## src/capture_consts.vh

```
// Constants for the input capture channel
`ifndef CAPTURE_CONSTS_VH
`define CAPTURE_CONSTS_VH
// ----------------------------------------
// Register byte addresses
// ----------------------------------------
`define ADDR_CONTROL     4'h0
`define ADDR_BUFFER      4'h4
// ----------------------------------------
// Control field positions
// ----------------------------------------
`define BIT_IDLE_STOP    13
`define BIT_TIME_BASE    7
`define BIT_CPI_HI       6
`define BIT_CPI_LO       5
`define BIT_OVERFLOW     4
`define BIT_NOT_EMPTY    3
`define BIT_MODE_HI      2
`define BIT_MODE_LO      0
// ----------------------------------------
// Reset values, modes, prescaler tops and buffer depth
// ----------------------------------------
`define CONTROL_RESET    16'h0000
`define MODE_OFF         3'h0
`define MODE_EVERY_EDGE  3'h1
`define MODE_FALLING     3'h2
`define MODE_RISING      3'h3
`define MODE_RISE_4      3'h4
`define MODE_RISE_16     3'h5
`define MODE_UNUSED      3'h6
`define MODE_WAKE_ONLY   3'h7
`define PRESCALE_4       4'h3
`define PRESCALE_16      4'hf
`define FIFO_DEPTH       4
`endif

```

## src/capture_fifo.v

```verilog
// Capture value buffer, oldest first
module capture_fifo #(
  parameter WIDTH = 16,
  parameter DEPTH = 4
) (
  input  wire             clk,
  input  wire             reset_n,
  input  wire             push,
  input  wire [WIDTH-1:0] push_data,
  input  wire             pop,
  output wire [WIDTH-1:0] head_data,
  output wire             empty,
  output wire             full
);
  reg [WIDTH-1:0] mem_r [0:DEPTH-1];
  reg [1:0]       wr_r;
  reg [1:0]       rd_r;
  reg [2:0]       cnt_r;
  wire            do_push;
  wire            do_pop;
  assign empty     = (cnt_r == 3'h0);
  assign full      = (cnt_r == DEPTH[2:0]);
  assign do_push   = push && !full;
  assign do_pop    = pop && !empty;
  assign head_data = mem_r[rd_r];
  always @(posedge clk) begin
    if (do_push) begin
      mem_r[wr_r] <= push_data;
    end
  end
  always @(posedge clk) begin
    if (!reset_n) begin
      wr_r  <= 2'h0;
      rd_r  <= 2'h0;
      cnt_r <= 3'h0;
    end else begin
      if (do_push) begin
        wr_r <= wr_r + 2'h1;
      end
      if (do_pop) begin
        rd_r <= rd_r + 2'h1;
      end
      if (do_push && !do_pop) begin
        cnt_r <= cnt_r + 3'h1;
      end else if (do_pop && !do_push) begin
        cnt_r <= cnt_r - 3'h1;
      end
    end
  end
endmodule

```

## src/input_capture_channel.v

```verilog
// Input capture channel with Avalon-MM register slave
`include "capture_consts.vh"

module input_capture_channel (
  input  wire        clk,
  input  wire        reset_n,
  input  wire [3:0]  avs_address,
  input  wire        avs_read,
  input  wire        avs_write,
  input  wire [31:0] avs_writedata,
  output reg  [31:0] avs_readdata,
  output reg         avs_waitrequest,
  input  wire        capture_input_pin,
  input  wire [15:0] timer_two_count,
  input  wire [15:0] timer_three_count,
  input  wire        cpu_idle,
  input  wire        cpu_sleep,
  output reg         capture_irq,
  output reg         wake_request
);
  // ----------------------------------------
  // Control register
  // ----------------------------------------
  reg        idle_stop_enable_r;
  reg        time_base_select_r;
  reg [1:0]  captures_per_interrupt_r;
  reg [2:0]  capture_mode_select_r;
  reg        buffer_overflow_flag_r;
  reg        ack_r;
  wire       buffer_not_empty_flag;
  wire       fifo_empty;
  wire       fifo_full;
  wire [15:0] fifo_head;
  wire       bus_req;
  wire       wr_ctrl;
  wire       rd_buf;
  wire [15:0] ctrl_view;

  assign bus_req = (avs_read || avs_write) && !ack_r;
  assign wr_ctrl = bus_req && avs_write && (avs_address == `ADDR_CONTROL);
  assign rd_buf  = bus_req && avs_read && (avs_address == `ADDR_BUFFER);
  assign buffer_not_empty_flag = !fifo_empty;
  assign ctrl_view = {2'h0, idle_stop_enable_r, 5'h00,
                      time_base_select_r, captures_per_interrupt_r,
                      buffer_overflow_flag_r, buffer_not_empty_flag,
                      capture_mode_select_r};

  // ----------------------------------------
  // Pin synchroniser and edge detect
  // ----------------------------------------
  reg        pin_meta_r;
  reg        pin_sync_r;
  reg        pin_prev_r;
  wire       rise;
  wire       fall;
  always @(posedge clk) begin
    if (!reset_n) begin
      pin_meta_r <= 1'b0;
      pin_sync_r <= 1'b0;
      pin_prev_r <= 1'b0;
    end else begin
      pin_meta_r <= capture_input_pin;
      pin_sync_r <= pin_meta_r;
      pin_prev_r <= pin_sync_r;
    end
  end
  assign rise = pin_sync_r && !pin_prev_r;
  assign fall = !pin_sync_r && pin_prev_r;

  // ----------------------------------------
  // Event selection
  // ----------------------------------------
  reg        halted;
  reg        capture_event;
  reg [3:0]  prescale_r;
  reg [3:0]  prescale_nxt;
  reg [3:0]  prescale_top;
  reg        use_prescale;
  always @* begin
    halted        = idle_stop_enable_r && cpu_idle;
    capture_event = 1'b0;
    use_prescale  = 1'b0;
    prescale_top  = 4'h0;
    case (capture_mode_select_r)
      `MODE_EVERY_EDGE: begin
        capture_event = rise || fall;
      end
      `MODE_FALLING: begin
        capture_event = fall;
      end
      `MODE_RISING: begin
        capture_event = rise;
      end
      `MODE_RISE_4: begin
        use_prescale = 1'b1;
        prescale_top = `PRESCALE_4;
      end
      `MODE_RISE_16: begin
        use_prescale = 1'b1;
        prescale_top = `PRESCALE_16;
      end
      `MODE_OFF: begin
        capture_event = 1'b0;
      end
      `MODE_UNUSED: begin
        capture_event = 1'b0;
      end
      `MODE_WAKE_ONLY: begin
        capture_event = 1'b0;
      end
      default:         capture_event = 1'b0;
    endcase
    if (use_prescale && rise && (prescale_r == prescale_top)) begin
      capture_event = 1'b1;
    end
    if (halted) begin
      capture_event = 1'b0;
    end
    prescale_nxt = prescale_r;
    if (!use_prescale) begin
      prescale_nxt = 4'h0;
    end else if (rise && !halted) begin
      if (prescale_r == prescale_top) begin
        prescale_nxt = 4'h0;
      end else begin
        prescale_nxt = prescale_r + 4'h1;
      end
    end
  end

  // ----------------------------------------
  // Buffer
  // ----------------------------------------
  wire [15:0] sample;
  assign sample = time_base_select_r ? timer_two_count : timer_three_count;
  capture_fifo #(
    .WIDTH (16),
    .DEPTH (`FIFO_DEPTH)
  ) u_fifo (
    .clk       (clk),
    .reset_n   (reset_n),
    .push      (capture_event),
    .push_data (sample),
    .pop       (rd_buf),
    .head_data (fifo_head),
    .empty     (fifo_empty),
    .full      (fifo_full)
  );

  // ----------------------------------------
  // Interrupt counting
  // ----------------------------------------
  reg [1:0]  irq_cnt_r;
  reg        irq_nxt;
  reg        wake_nxt;
  always @* begin
    irq_nxt  = 1'b0;
    wake_nxt = 1'b0;
    if (capture_mode_select_r == `MODE_WAKE_ONLY) begin
      irq_nxt  = rise && (cpu_idle || cpu_sleep);
      wake_nxt = irq_nxt;
    end else if (capture_event) begin
      if (capture_mode_select_r == `MODE_EVERY_EDGE) begin
        irq_nxt = 1'b1;
      end else begin
        irq_nxt = (irq_cnt_r == captures_per_interrupt_r);
      end
      wake_nxt = cpu_idle || cpu_sleep;
    end
  end

  // ----------------------------------------
  // Control register write
  // ----------------------------------------
  always @(posedge clk) begin
    if (!reset_n) begin
      idle_stop_enable_r       <= 1'b0;
      time_base_select_r       <= 1'b0;
      captures_per_interrupt_r <= 2'h0;
      capture_mode_select_r    <= `MODE_OFF;
    end else if (wr_ctrl) begin
      idle_stop_enable_r       <= avs_writedata[`BIT_IDLE_STOP];
      time_base_select_r       <= avs_writedata[`BIT_TIME_BASE];
      captures_per_interrupt_r <=
        avs_writedata[`BIT_CPI_HI:`BIT_CPI_LO];
      capture_mode_select_r    <=
        avs_writedata[`BIT_MODE_HI:`BIT_MODE_LO];
    end
  end

  // ----------------------------------------
  // Prescaler and interrupt counter
  // ----------------------------------------
  always @(posedge clk) begin
    if (!reset_n) begin
      prescale_r <= 4'h0;
      irq_cnt_r  <= 2'h0;
    end else begin
      prescale_r <= prescale_nxt;
      if (wr_ctrl) begin
        irq_cnt_r <= 2'h0;
      end else if (capture_mode_select_r == `MODE_EVERY_EDGE ||
                   capture_mode_select_r == `MODE_WAKE_ONLY) begin
        irq_cnt_r <= 2'h0;
      end else if (capture_event) begin
        if (irq_cnt_r == captures_per_interrupt_r) begin
          irq_cnt_r <= 2'h0;
        end else begin
          irq_cnt_r <= irq_cnt_r + 2'h1;
        end
      end
    end
  end

  // ----------------------------------------
  // Overflow flag
  // ----------------------------------------
  always @(posedge clk) begin
    if (!reset_n) begin
      buffer_overflow_flag_r <= 1'b0;
    end else begin
      // Set wins over clear when buffer drains
      if (capture_event && fifo_full) begin
        buffer_overflow_flag_r <= 1'b1;
      end else if (fifo_empty) begin
        buffer_overflow_flag_r <= 1'b0;
      end
    end
  end

  // ----------------------------------------
  // Interrupt and wake outputs
  // ----------------------------------------
  always @(posedge clk) begin
    if (!reset_n) begin
      capture_irq  <= 1'b0;
      wake_request <= 1'b0;
    end else begin
      capture_irq  <= irq_nxt;
      wake_request <= wake_nxt;
    end
  end

  // ----------------------------------------
  // Bus answer
  // ----------------------------------------
  always @(posedge clk) begin
    if (!reset_n) begin
      ack_r           <= 1'b0;
      avs_waitrequest <= 1'b1;
    end else begin
      ack_r           <= bus_req;
      avs_waitrequest <= !bus_req;
    end
  end

  // ----------------------------------------
  // Read data
  // ----------------------------------------
  always @(posedge clk) begin
    if (!reset_n) begin
      avs_readdata <= 32'h00000000;
    end else if (bus_req && avs_read) begin
      case (avs_address)
        `ADDR_CONTROL: begin
          avs_readdata <= {16'h0000, ctrl_view};
        end
        `ADDR_BUFFER: begin
          avs_readdata <= {16'h0000, fifo_head};
        end
        default: begin
          avs_readdata <= 32'h00000000;
        end
      endcase
    end else begin
      avs_readdata <= 32'h00000000;
    end
  end
endmodule

```

## config.mk

```make
export PLATFORM = sky130hd
export DESIGN_NAME = input_capture_channel
export DESIGN_NICKNAME = d
export VERILOG_FILES = /design/src/capture_fifo.v /design/src/input_capture_channel.v
export VERILOG_INCLUDE_DIRS = /design/src
export SDC_FILE = /design/constraint.sdc
export NUM_CORES = 1
export LEC_CHECK = 0
export ABC_CLOCK_PERIOD_IN_PS = 4000
export BUFFER_PORTS_ARGS = -buffer_cell sky130_fd_sc_hd__buf_2
export CAP_MARGIN = 20
export CORE_MARGIN = 1.5
export CORE_UTILIZATION = 25
export CTS_BUF_LIST = sky130_fd_sc_hd__clkbuf_2
export CTS_CLUSTER_DIAMETER = 40
export DETAILED_ROUTE_END_ITERATION = 12
export GPL_TIMING_DRIVEN = 0
export SETUP_SLACK_MARGIN = 0.02
export SLEW_MARGIN = 30
export SYNTH_ARGS = -nofsm -noshare
export SYNTH_HDL_FRONTEND = slang
export SYNTH_SLANG_ARGS = --single-unit
export TNS_END_PERCENT = 30
```

## constraint.sdc

```tcl
create_clock -name clk -period 4 [get_ports clk]
set_clock_uncertainty 0.15 [all_clocks]
set_input_delay 0.4 -clock clk [delete_from_list [all_inputs] [get_ports clk]]
set_output_delay 0.4 -clock clk [all_outputs]
set_load 0.03 [all_outputs]
```

# Word-level counts from Yosys, hierarchy flattened
# Memories as Yosys holds them, arrays and structs flattened. A register that Yosys moved wholly into a read port is not among the register bits.
# Cells that the tools add are included.
# totals
register_bits	60
input_bits	75
ram_bits	64
mem_count	1
word_cells	96
# mem_list
name	depth	word_bits	rd	rd_clocked_by_memory_dff	wr	line_no	rtl
u_fifo.mem_r	4	16	1	1	1	capture_fifo.v:15	reg [WIDTH-1:0] mem_r [0:DEPTH-1];
# op_classes
bitwise_logic	1
muxes	22
n_reduce_logical	38
n_eq_ne	10
n_addsub	6
# op_table
op	count
$pmux 16 s2	1
$logic_and 1x1->1	17
$mux 16	1
$eq 3x3->1 const B	4
$mux 1	12
$logic_not 1->1	9
$pmux 4 s2	1
$add 2x1->2 const B	3
$eq 3x2->1 const B	2
$mux 2	3
$mux 3	2
$add 4x1->4 const B	1
$eq 4x3->1 const B	1
$eq 4x4->1	1
$logic_not 4->1	1
$logic_or 1x1->1	4
$mux 4	1
$reduce_and 2->1	2
$reduce_bool 2->1	2
$add 3x1->3 const B	1
$eq 3x1->1 const B	1
$logic_not 3->1	1
$pmux 1 s3	1
$reduce_or 3->1	1
4 further kinds	4

# Logic depth before layout (Yosys ltp)
# Gate-level depths: netlist of run 1.
# logic_depth
ltp_word	12
depth_mapped	11

# Cells and area by module
# Synthesis of run 1 repeated with hierarchy kept, for this count alone.
# unflattened
cells_unflattened	317
hier_area_um2	4588.2
# modules_own_cells
module	cells_per_inst	seq_area_each_um2	area_per_inst_um2	n_inst
capture_fifo	132	2102.0	2812.7	1
input_capture_channel	185	740.7	1775.5	1

# Worst setup path before layout of run 1
# OpenSTA, ideal clock, no wires.
# synth_path
path_type	reg-to-reg
from	reg pin_sync_r
to	reg u_fifo.cnt_r[2]
slack_ps	934
period_less_slack_ps	3066
setup_ps	71
t_arrival_ps	2845
t_required_ps	3779
stages_incl_launch_ff	12
n_path_buf	0
cell_sequence	dfxtp_1 > inv_1 > ha_1 > or2_0 > a311o_1 > a221oi_4 > ha_1 > inv_1 > fa_1 > xor2_1 > or3_1 > a21oi_1
# synth_between
elab_chain_cells	10
word_cells_on_any_way	15
# synth_rtl
item	line_no	rtl
start: declaration	input_capture_channel.v:52	reg pin_sync_r;
start signal: assignment	input_capture_channel.v:63	pin_sync_r <= pin_meta_r;
$logic_not 1->1	input_capture_channel.v:68	assign fall = !pin_sync_r && pin_prev_r;
$logic_and 1x1->1	input_capture_channel.v:68	
$logic_or 1x1->1	input_capture_channel.v:86	capture_event = rise || fall;
$pmux 1 s3	input_capture_channel.v:84	case (capture_mode_select_r)
$mux 1 (*)	input_capture_channel.v:113	if (use_prescale && rise && (prescale_r == prescale_top)) begin
$mux 1 (*)	input_capture_channel.v:116	if (halted) begin
$logic_and 1x1->1 (*)	capture_fifo.v:23	assign do_push = push && !full;
net u_fifo.do_push	capture_fifo.v:19	wire do_push;
$logic_not 1->1	capture_fifo.v:45	end else if (do_pop && !do_push) begin
$logic_and 1x1->1	capture_fifo.v:45	
$reduce_bool 2->1 (no line)	n/a	
end signal: assignment	capture_fifo.v:44	cnt_r <= cnt_r + 3'h1;
end signal: assignment	capture_fifo.v:46	cnt_r <= cnt_r - 3'h1;
end: declaration	capture_fifo.v:18	reg [2:0] cnt_r;
# Mark *: on every way through the listed nets, which the timed path passes. The rest lies on a longest branch.
# A chain may end at the register's enable or synchronous reset.

# Final worst setup path of run 1
# Ends and elaborated chain as after synthesis.

==> impl_results.md, run 1 <==
* N_diodes at 0
* Global-route met1 utilization at 0.1269
* Max FO, Critical Path at 7
* Final period utilization at 0.8366
* Sequential area share after synthesis at 0.6261
* Max-slew headroom at 0.3977
* Data required, critical path at about 4.4 ns
* Number of synthesized flops with an enable pin at 64
* Outcome: complete, no violations
* Cells after Synth at 308
* Area grow syn2layout at 28.16%
* Crit-path leading delay family: compound AO/OA/AOI/OAI gates
* Drt first pass iters at 4
* FMAX at roughly 300 MHz
* Initial antenna violation count at 0
* Slowest stage delay, CP at 0.46 ns
* Final wirelength at 9.713 mm
* Hold buffers post-CTS at 49
* Synth Flop Type: edfxtp_1
* NumNets Final at 535
* Skew-Pair Late Insertion Delay at 0.63 ns
* List of most frequent post-synthesis cells: edfxtp_1 (64), dfxtp_1 (46), buf_4 (17), nor2_1 (17)
* RSZ-0062 raised after global routing: no
* Yosys warns at 0
* Cell area after synthesis at 4541 um^2
* Post-CTS setup repair buffer count at 0
* Vias in the first global route at 2876
* Area share of the largest cell type after synthesis at 0.4233
* Critical path class: flop to flop
* IO Pins at 110
* Clock Path Buffers at 2
* All-Layer GR Usage at 0.1091
* Share of cells above drive strength 1 at 0.3136
* Crit path capture type: flop
* Leakage power at 2.233 nW
* Gr busiest metal: met2
* Largest net degree at the start of global routing at 21
* Arrival @ worst endpoint at between 3 and 4 ns
* Via Count at 2890
* CTS tree: done
* Vias/cell at 4.219
* Die Y at between 100 and 150 um
* Clk slew on worst S/H paths at about 0.29 ns
* Reg area at about 2800 um^2
* DRC viols at 0
* Worst path cell trace: inv_1, ha_1, or2_0, a311o_1, a221oi_4, ha_1, inv_1, fa_1, xor2_1, or3_1, a21oi_1
* First-pass GRT wire length at 14.97 mm
* Synth Area per Inst at 14.74 um^2
* Post-CTS sizing at 0
* Filler cells at around 1800
* Area occupied by multi-input gates at 1533 um^2
* Core area at 17900 um^2
* Final HPWL DP at approximately 6.6 mm
* Clk root buf: clkbuf_2
* Routed Antenna Nets at 0
* Clock sinks at 110
* Async SR Flop Fraction at 0
* VDD IR-drop max at 0.1225 mV
* Fin. max-slew vios at 0
* Met2 Use GR at 0.1917
* Yosys reg bits at 110
* Synth area leaders: edfxtp_1 (42%), dfxtp_1 (20%), mux4_2 (7.9%)
* Post-synth cell types at 47
* Starting DRC count in detailed routing at 128
* Area leader, netlist: edfxtp_1
* Global placer's final weighted congestion at between 0.7 and 0.8
* Post-Route Utilization at 0.3251
* # setup viols final at 0
* Final Hold Viols at 0
* Setup TNS at 0 ns
* Die W at 137.8 um
* Worst Hold Class: input port to flop
* Top-count cell post-synth: edfxtp_1
* Count of input and output buffers at 68
* Die area at ~19000 um^2
* Core Rows at 49
* Bufs and invs on worst path at 2
* Slowest-stage cell, CP: a221oi_4
* Max-Cap Viols at 0
* H-tree levels at 3
* Met3 Track Usage GR at 0.02980
* Initial core utilization at 0.2536
* Worst-margin pin slew at around 0.90 ns
* DR WL/cell at between 10 and 15 um
* PwrDens at 316.4 nW/um^2
* Final Critical Period at 3.347 ns
* Startpoint types: flop
* Inserted Clock Buffers at 9
* Congestion Overflow GR at 0
[layout by cell type, fill, tap and decap left out, drive strengths merged, types with 4 or more instances in the layout]
master and count:
inv 12, and3 4, nor2 17, dlygate4sd3 49, mux4 16, nand3 4
a22o 9, buf 90, dfxtp 46, edfxtp 64, mux2i 11, ha 8
o21ai 5, conb 16, a21oi 9, and2 15, mux2 16, xor2 4
clkbuf 18, xnor2 4, nand2 6
[final timing paths]
path / from / endpoint / slack, ns / cells after the start
min reg2reg: pin_sync_r / pin_prev_r / 0.33 / 2
max reg2reg: pin_sync_r / u_fifo.cnt_r[2] / 0.65 / 11
min: avs_address[3] / u_fifo.rd_r[1] / 0.09 / 5
max: pin_sync_r / u_fifo.cnt_r[2] / 0.65 / 11
[sequential cells by signal, summed over array words and instances (netlist names), 2 cells and up, named ones only]
signal	count
avs_readdata	16
capture_mode_select_r	3
captures_per_interrupt_r	2
irq_cnt_r	2
prescale_r	4
u_fifo.cnt_r	3
u_fifo.mem_r	64
u_fifo.rd_r	2
u_fifo.wr_r	2
[cells by family (layout without fill, tap and decap cells)]
kind of cell | count (synthesis) | after routing | synth area share
flops | 110 | 110 | 0.6261
mux | 43 | 43 | 0.1433
compound gates | 34 | 34 | 0.06173
buf+inv | 39 | 172 | 0.04877
fa+ha+maj | 9 | 9 | 0.02645
other cells | 1 | 16 | 0.0008259
simple gates | 64 | 64 | 0.07743
xor+xnor | 8 | 8 | 0.01543
[power by group]
part | switching (W) | internal [W] | total, W | leakage [nW]
clock network | 0.000391 | 0.0000972 | 0.000488 | 0.0648
logic | 0.0000679 | 0.0000773 | 0.000145 | 1.22
registers | 0.00000296 | 0.00121 | 0.00121 | 0.947
[area by class of cell]
class,instances,share of cell area
Multi-Input combinational cell,174,0.2634
Clock inverter,7,0.01032
Timing Repair Buffer,117,0.1428
Inverter,8,0.005160
Buffer,31,0.03290
Sequential cell,110,0.4885
Tap cell,229,0.04924
Clock buffer,9,0.007740
[worst min-delay path, cell delays in order]
cell and delay [ns]:
buf_2 0.07, nor4_1 0.07, nand4_1 0.11, xor2_1 0.07
nor2_1 0.12
[stage by stage]
| stage | power (W) | area [um^2] | std cells | hold slack (ns) | setup WS, ns |
|---|---|---|---|---|---|
| final | 0.001841 | 5819 | 685 | 0.09283 | 0.6535 |
| after CTS | 0.001870 | 5819 | 685 | 0.02281 | 0.6468 |
| after detailed placement | 0.001338 | 5224 | 620 | 0.2752 | 0.6742 |
| after global placement | 0.001336 | 5224 | 620 | 0.2764 | 0.8018 |
| after global routing | 0.001925 | 5819 | 685 | 0.05373 | 0.4384 |
| after floorplan | 0.001299 | 4597 | 323 | 0.2619 | 0.9342 |
[metal layers]
layer	part of all wire	routed length, um	up-vias
met3	0.051	498	12
met4	0.017	165	0
li1	-	-	1399
met5	0	0	-
met2	0.51	4942	80
met1	0.42	4106	1399
Power figures use the tool's default switching activity.
==> inputs of run 2 (changes only) <==
Settings changed: ABC_AREA from default to 1, ABC_CLOCK_PERIOD_IN_PS 4000 to 3100.
Clock period 4 ns to 3.1 ns, I/O delays scaled along.
==> run 2 against run 1 <==
  * The flow now finishes with violations (design-rule violations)
  * Sequential power is 29% higher
  * Synthesized cell count is 58% higher
  * Power is 27% higher
  * Sequential cell count stayed put
  * Global-route usage is 0.77 points higher
  * Wire length is 12% higher
  * Synthesized area is 2.2% higher
  * Clock power is 19% higher
  * Cell area is 1.4% higher
  * First-iteration DRC count is 74% higher
  * Critical path type unchanged
  * Highest routed layer unchanged
==> impl_results.md, run 2 <==
* Outcome: finished with violations (was complete, no violations)
* Violated checks: design-rule violations
* Leakage power at 2.400 nW (was 2.233 nW)
* PwrDens at 395.4 nW/um^2 (was 316.4 nW/um^2)
* RSZ-0062 raised after global routing: no (unchanged)
* FMAX at 381.2 MHz (was 298.8 MHz)
* Worst-margin pin slew at 0.5923 ns (was 0.9034 ns)
* Synth Area per Inst at 9.529 um^2 (was 14.74 um^2)
* Core area at 18090 um^2 (was 17900 um^2)
* Part of the power in registers at 0.669 (was 0.656)
* Count of input and output buffers at 68 (unchanged)
* Core Rows at 49 (unchanged)
* Post-synth cell types at 30 (was 47)
* Biggest regs: u_fifo.mem_r x64, avs_readdata x16, prescale_r x4 (unchanged)
* Filler cells at 1833 (was 1810)
* Vias in the first global route at 3579 (was 2876)
* DR WL met2 at 5.294 mm (was 4.942 mm)
* Vias/cell at 4.199 (was 4.219)
* Largest net degree at the start of global routing at 19 (was 21)
* Power share of the clock group at 0.248 (was 0.265)
* Slowest-stage cell, CP: dfxtp_1 (was a221oi_4)
* Area occupied by multi-input gates at 1521 um^2 (was 1533 um^2)
* # setup viols final at 0 (unchanged)
* Final setup margin at 0.4768 ns (was 0.6535 ns)
* Routed Antenna Nets at 0 (unchanged)
* Sw Pwr at 0.0005676 W (was 0.0004615 W)
* Initial core utilization at 0.2566 (was 0.2536)
* Yosys reg bits at 110 (unchanged)
* Clock sinks at 110 (unchanged)
* H-tree levels at 3 (unchanged)
* Setup WS pre-CTS at 0.5214 ns (was 0.6742 ns)
* Area leader, netlist: edfxtp_1 (unchanged)
* Inserted Clock Buffers at 9 (unchanged)
* Die area at 19390 um^2 (was 18980 um^2)
* Final Critical Period at 2.623 ns (was 3.347 ns)
* Startpoint types: flop (unchanged)
* Slowest stage delay, CP at 0.69 ns (was 0.46 ns)
* Final period utilization at 0.8462 (was 0.8366)
* Die W at 139.2 um (was 137.8 um)
* Cells after Synth at 487 (was 308)
* Number of synthesized flops with an enable pin at 64 (unchanged)
* Clk slew on worst S/H paths at 0.28 ns (was 0.29 ns)
* All-Layer GR Usage at 0.1168 (was 0.1091)
* CTS tree: done (unchanged)
* Skew-Pair Late Insertion Delay at 0.59 ns (was 0.63 ns)
* Top-count cell post-synth: nand2_1 (was edfxtp_1)
* Max-Cap Viols at 0 (unchanged)
* NumNets Final at 710 (was 535)
* Routed wl met3 at 468 um (was 498 um)
* Crit path capture type: flop (unchanged)
* Fin. max-slew vios at 0 (unchanged)
* Most common cell after layout, fill and taps aside: nand2_1 (was buf_2)
* Largest Register: u_fifo.mem_r (unchanged)
* M1 wire length at 4.878 mm (was 4.106 mm)
* Synth Flop Type: edfxtp_1 (unchanged)
* Comb power frac at 0.083 (was 0.079)
* IO Pins at 110 (unchanged)
* Via Count at 3615 (was 2890)
* Initial antenna violation count at 1 (was 0)
* Clock Path Buffers at 2 (unchanged)
* Max Used Layer: met4 (unchanged)
* Max-slew headroom at 0.6051 (was 0.3977)
* Most frequent cells in the layout: nand2_1 (100), buf_2 (70), nor2_1 (65) (was buf_2 (71), edfxtp_1 (64), dlygate4sd3_1 (49))
* Cell area after synthesis at 4641 um^2 (was 4541 um^2)
* Congestion Overflow GR at 0 (unchanged)
* Final HPWL DP at 7.612 mm (was 6.576 mm)
* Area share of the largest cell type after synthesis at 0.4141 (was 0.4233)
* Starting DRC count in detailed routing at 223 (was 128)
* DR WL/cell at 12.66 um (was 14.18 um)
* Arrival @ worst endpoint at 2.85 ns (was 3.78 ns)
* Async SR Flop Fraction at 0 (unchanged)
* Internal at 0.001766 W (was 0.001380 W)
* Setup TNS at 0 ns (unchanged)
* Share of cells above drive strength 1 at 0.1918 (was 0.3136)
* Synth area leaders: edfxtp_1 (41%), dfxtp_1 (20%), nand2_1 (8.1%) (was edfxtp_1 (42%), dfxtp_1 (20%), mux4_2 (7.9%))
* VDD IR-drop max at 0.1254 mV (was 0.1225 mV)
* Max FO, Critical Path at 10 (was 7)
* Drt first pass iters at 9 (was 4)
* List of most frequent post-synthesis cells: nand2_1 (100), nor2_1 (69), edfxtp_1 (64) (was edfxtp_1 (64), dfxtp_1 (46), buf_4 (17), nor2_1 (17))
* Reg area at 2843 um^2 (unchanged)
* Data required, critical path at 3.32 ns (was 4.44 ns)
* DRC viols at 10 (was 0)
* Crit-path leading delay family: buffers and inverters (was compound AO/OA/AOI/OAI gates)
* First-pass GRT wire length at 17.61 mm (was 14.97 mm)
* Post-CTS setup repair buffer count at 0 (unchanged)
* Worst Hold Class: input port to flop (unchanged)
* Yosys warns at 0 (unchanged)
* Sequential area share after synthesis at 0.6126 (was 0.6261)
* Global placer's final weighted congestion at 0.7871 (was 0.7478)
* Clk root buf: clkbuf_2 (unchanged)
* Area grow syn2layout at 27.18% (was 28.16%)
* CP most frequent cell: nand2_1
* Critical path class: flop to flop (unchanged)
* Worst path cell trace: clkinvlp_4, clkbuf_1, nand2_1, nand2_1, dlygate4sd3_1 (was inv_1, ha_1, or2_0, a311o_1, a221oi_4, ha_1, inv_1, fa_1, xor2_1, or3_1, a21oi_1)
* Final Hold Viols at 0 (unchanged)
* Reg2Reg Setup Slack at 0.48 ns (was 0.65 ns)
* Final wirelength at 10.90 mm (was 9.713 mm)
* Max reg flops at 64 (unchanged)
* Sw Ratio at 0.2432 (was 0.2507)
* Bufs and invs on worst path at 3 (was 2)
* Die Y at 139.2 um (was 137.8 um)
-- run 2: cells by family (layout without fill, tap and decap cells) --
kind of cell	after synthesis	in the layout	share of synthesized area
buffers and inverters	76	205	0.07495
adders and majority gates	9	9	0.02588
xor gates and xnor gates	5	5	0.009438
and+or+nand+nor	195	195	0.1739
other	1	17	0.0008081
AOI/OAI and AO/OA	91	91	0.1025
DFF	110	110	0.6126
-- run 2: power groups by stage --
stage               combinational (W)  clock, W  sequential (W)
floorplan                   0.0000885         0         0.00159
global placement             0.000146         0         0.00159
detailed placement           0.000148         0         0.00159
CTS                          0.000194  0.000603         0.00156
global route                 0.000214  0.000652         0.00156
finish                       0.000193  0.000579         0.00156
-- run 2: worst min-delay path: stages --
cell and delay [ns]:
buf_2 0.07, or2_2 0.11, nand3_1 0.08, a21oi_1 0.15
-- run 2: cell type report --
type	instances	area share
Antenna cell	1	0.0004240
Clock inverter	5	0.005724
Clock buffer	11	0.009328
Multi-Input combinational cell	316	0.2578
Timing Repair Buffer	114	0.1376
Sequential cell	110	0.4817
Buffer	30	0.02968
Tap cell	229	0.04855
Inverter	45	0.02926
-- run 2: timing repair --
action / 4_1_cts / 5_1_grt
hold buffers: 43 / 0
endpoints found under the hold margin: 78 / 0
endpoints found under the setup margin: 0 / 28
gates resized for setup: 0 / 1
-- run 2: per-stage QoR --
step	total power, W	cell area, um^2	instances	utilization	hold WS [ns]
floorplan	0.001682	4697	502	-	0.2405
global placement	0.001736	5324	799	0.2944	0.2465
detailed placement	0.001738	5380	802	0.2975	0.2493
CTS	0.002357	5899	861	0.3262	0.006429
global route	0.002430	5902	861	0.3263	0.03034
finish	0.002334	5902	861	0.3263	0.03200
-- run 2: final timing paths --
path                            from  cells past startpoint            endpoint
setup / recovery  time_base_select_r                      5  u_fifo.mem_r[0][6]
hold / removal             cpu_sleep                      4        wake_request
setup reg to reg  time_base_select_r                      5  u_fifo.mem_r[0][6]
hold reg to reg           pin_meta_r                      2          pin_sync_r
-- run 2: metal layers --
metal  up-vias  track usage
met5         -            0
met4         0      0.05823
met3        16      0.01927
met2        92       0.1998
met1      1658       0.1425
li1       1849            -
==> inputs of run 3 (changes only) <==
Settings changed: ABC_CLOCK_PERIOD_IN_PS 3100 to 2600.
Clock period 3.1 ns to 2.6 ns, I/O delays scaled along.
==> run 3 against run 2 <==
  * The flow still finishes with violations (design-rule violations)
  * Global-route usage increased by 0.44 points
  * Critical path depth increased by 12
  * Maximum frequency increased by 12%
  * Clock power increased by 20%
  * Final cell count increased by 0.93%
  * Power increased by 19%
  * Cell area increased by 1.4%
  * Sequential power increased by 19%
  * Highest routed layer unchanged
==> impl_results.md, run 3 (synthesis gave the netlist of run 2 again) <==
* CP most frequent cell: nand2_1 (unchanged)
* VDD IR-drop max at 0.1486 mV (was 0.1254 mV)
* HP Start: avs_write (was cpu_sleep)
* Post-DP Area at 5380 um^2 (unchanged)
* H-tree levels at 3 (unchanged)
* IO Pins at 110 (unchanged)
* Initial antenna violation count at 1 (unchanged)
* Via Count at 3658 (was 3615)
* Largest net degree at the start of global routing at 19 (unchanged)
* Crit-path leading delay family: simple AND/OR/NAND/NOR gates (was buffers and inverters)
* Global placer's final weighted congestion at 0.7871 (unchanged)
* Most common cell after layout, fill and taps aside: nand2_1 (unchanged)
* # setup viols final at 0 (unchanged)
* Vias/cell at 4.209 (was 4.199)
* Bufs and invs on worst path at 2 (was 3)
* First-pass GRT wire length at 18.25 mm (was 17.61 mm)
* Die Y at 139.2 um (unchanged)
* Worst-margin pin slew at 0.6310 ns (was 0.5923 ns)
* Congestion Overflow GR at 0 (unchanged)
* Worst reg2reg path startpoint: capture_mode_select_r[0] (was time_base_select_r)
* Worst setup path start: capture_mode_select_r[0] (was time_base_select_r)
* Inserted Clock Buffers at 9 (unchanged)
* Clk root buf: clkbuf_2 (unchanged)
* Arrival @ worst endpoint at 2.73 ns (was 2.85 ns)
* Violated checks: design-rule violations (unchanged)
* Worst path cell trace: nor2_2, nand2_1, nand2_1, nand2_1, nand2_2, nand3_2, nand2_4, nand3_4, inv_1, ha_1, inv_1, fa_2, nor2_1, nor2_1, nand2_1, o21ai_0, a21oi_1 (was clkinvlp_4, clkbuf_1, nand2_1, nand2_1, dlygate4sd3_1)
* Final setup margin at 0.2522 ns (was 0.4768 ns)
* Die area at 19390 um^2 (unchanged)
* Final HPWL DP at 7.612 mm (unchanged)
* Final period utilization at 0.9030 (was 0.8462)
* Core Rows at 49 (unchanged)
* Count of input and output buffers at 68 (unchanged)
* Hold WS at 0.08805 ns (was 0.03200 ns)
* Routed Antenna Nets at 0 (unchanged)
* DR WL/cell at 13.09 um (was 12.66 um)
* Outcome: finished with violations (unchanged)
* Biggest regs: u_fifo.mem_r x64, avs_readdata x16, prescale_r x4 (unchanged)
* Slowest stage delay, CP at 0.42 ns (was 0.69 ns)
* Drt first pass iters at 9 (unchanged)
* Fin. max-slew vios at 0 (unchanged)
* Setup WS pre-CTS at 0.02145 ns (was 0.5214 ns)
* Final wirelength at 11.38 mm (was 10.90 mm)
* Die W at 139.2 um (unchanged)
* Post-Route Utilization at 0.3308 (was 0.3263)
* Clock sinks at 110 (unchanged)
* PwrDens at 465.8 nW/um^2 (was 395.4 nW/um^2)
* Largest Register: u_fifo.mem_r (unchanged)
* Crit path capture type: flop (unchanged)
* RSZ-0062 raised after global routing: yes (was no)
* Final instance area at 5982 um^2 (was 5902 um^2)
* Core area at 18090 um^2 (unchanged)
* CTS tree: done (unchanged)
* Initial core utilization at 0.2566 (unchanged)
* Max reg flops at 64 (unchanged)
* DRC viols at 10 (unchanged)
* Skew-Pair Late Insertion Delay at 0.60 ns (was 0.59 ns)
* Worst Hold Class: input port to flop (unchanged)
* Starting DRC count in detailed routing at 209 (was 223)
* Clock Path Buffers at 2 (unchanged)
* NumNets Final at 718 (was 710)
* Data required, critical path at 2.98 ns (was 3.32 ns)
* All-Layer GR Usage at 0.1212 (was 0.1168)
* Critical path class: flop to flop (unchanged)
* Most frequent cells in the layout: nand2_1 (100), buf_2 (70), nor2_1 (64), edfxtp_1 (64), o21ai_0 (51) (was nand2_1 (100), buf_2 (70), nor2_1 (65))
* FMAX at 425.9 MHz (was 381.2 MHz)
* Leakage power at 2.432 nW (was 2.400 nW)
* Clk slew on worst S/H paths at 0.25 ns (was 0.28 ns)
* Vias in the first global route at 3670 (was 3579)
* Area grow syn2layout at 28.90% (was 27.18%)
* Max FO, Critical Path at 6 (was 10)
* Final Hold Viols at 0 (unchanged)
* Max-Cap Viols at 0 (unchanged)
* Slowest-stage cell, CP: dfxtp_4 (was dfxtp_1)
* Startpoint types: flop (unchanged)
* Final Critical Period at 2.348 ns (was 2.623 ns)
* Share of cells above drive strength 1 at 0.2066 (was 0.1918)
* Max-slew headroom at 0.5793 (was 0.6051)
run 3: power breakdown:
group	switching, W	leakage (nW)	internal [W]
clock network	0.000557	0.0620	0.000138
registers	0.00000477	0.949	0.00186
logic	0.000122	1.42	0.000110
run 3: path summary, 6_finish.rpt:
kind / endpoint / slack, ns / depth (start not counted)
min: irq_cnt_r[1] / 0.09 / 6
max: u_fifo.cnt_r[2] / 0.25 / 17
min reg2reg: pin_sync_r / 0.28 / 2
max reg2reg: u_fifo.cnt_r[2] / 0.25 / 17
run 3: tightest hold or removal path, delay by kind of cell:
family | cells | cell delay [ns]
simple gates | 3 | 0.28
buf+inv | 2 | 0.21
compound gates | 1 | 0.04
run 3: repair_timing:
item | 4_1_cts | 5_1_grt
setup endpoints to repair | 1 | 10
gates resized for setup | 3 | 7
pin swaps | 0 | 1
hold buffers | 46 | 0
hold endpoints to repair | 81 | 0
buffers inserted | 0 | 4
run 3: routing by layer:
metal | GRT usage | vias up | routed length, um
met5 | 0 | - | 0
met4 | 0.06327 | 0 | 269
met2 | 0.2084 | 105 | 5567
met3 | 0.01927 | 17 | 478
met1 | 0.1463 | 1672 | 5061
li1 | - | 1864 | -
run 3: stage by stage:
step / setup TNS (ns) / power (W) / std cells
floorplan: 0 / 0.002005 / 502
global placement: -25.05 / 0.002069 / 799
detailed placement: 0 / 0.002072 / 802
CTS: 0 / 0.002808 / 864
global route: 0 / 0.002897 / 869
finish: 0 / 0.002787 / 869
run 3: final cells by class:
cell class / instances / area, um^2
Inverter: 45 / 172.7
Buffer: 31 / 178.9
Fill cell: 1815 / 12100
Tap cell: 229 / 286.5
Multi-Input combinational cell: 316 / 1531
Timing Repair Buffer: 121 / 872.1
Antenna cell: 1 / 2.502
Sequential cell: 110 / 2849
Clock buffer: 11 / 55.05
Clock inverter: 5 / 33.78
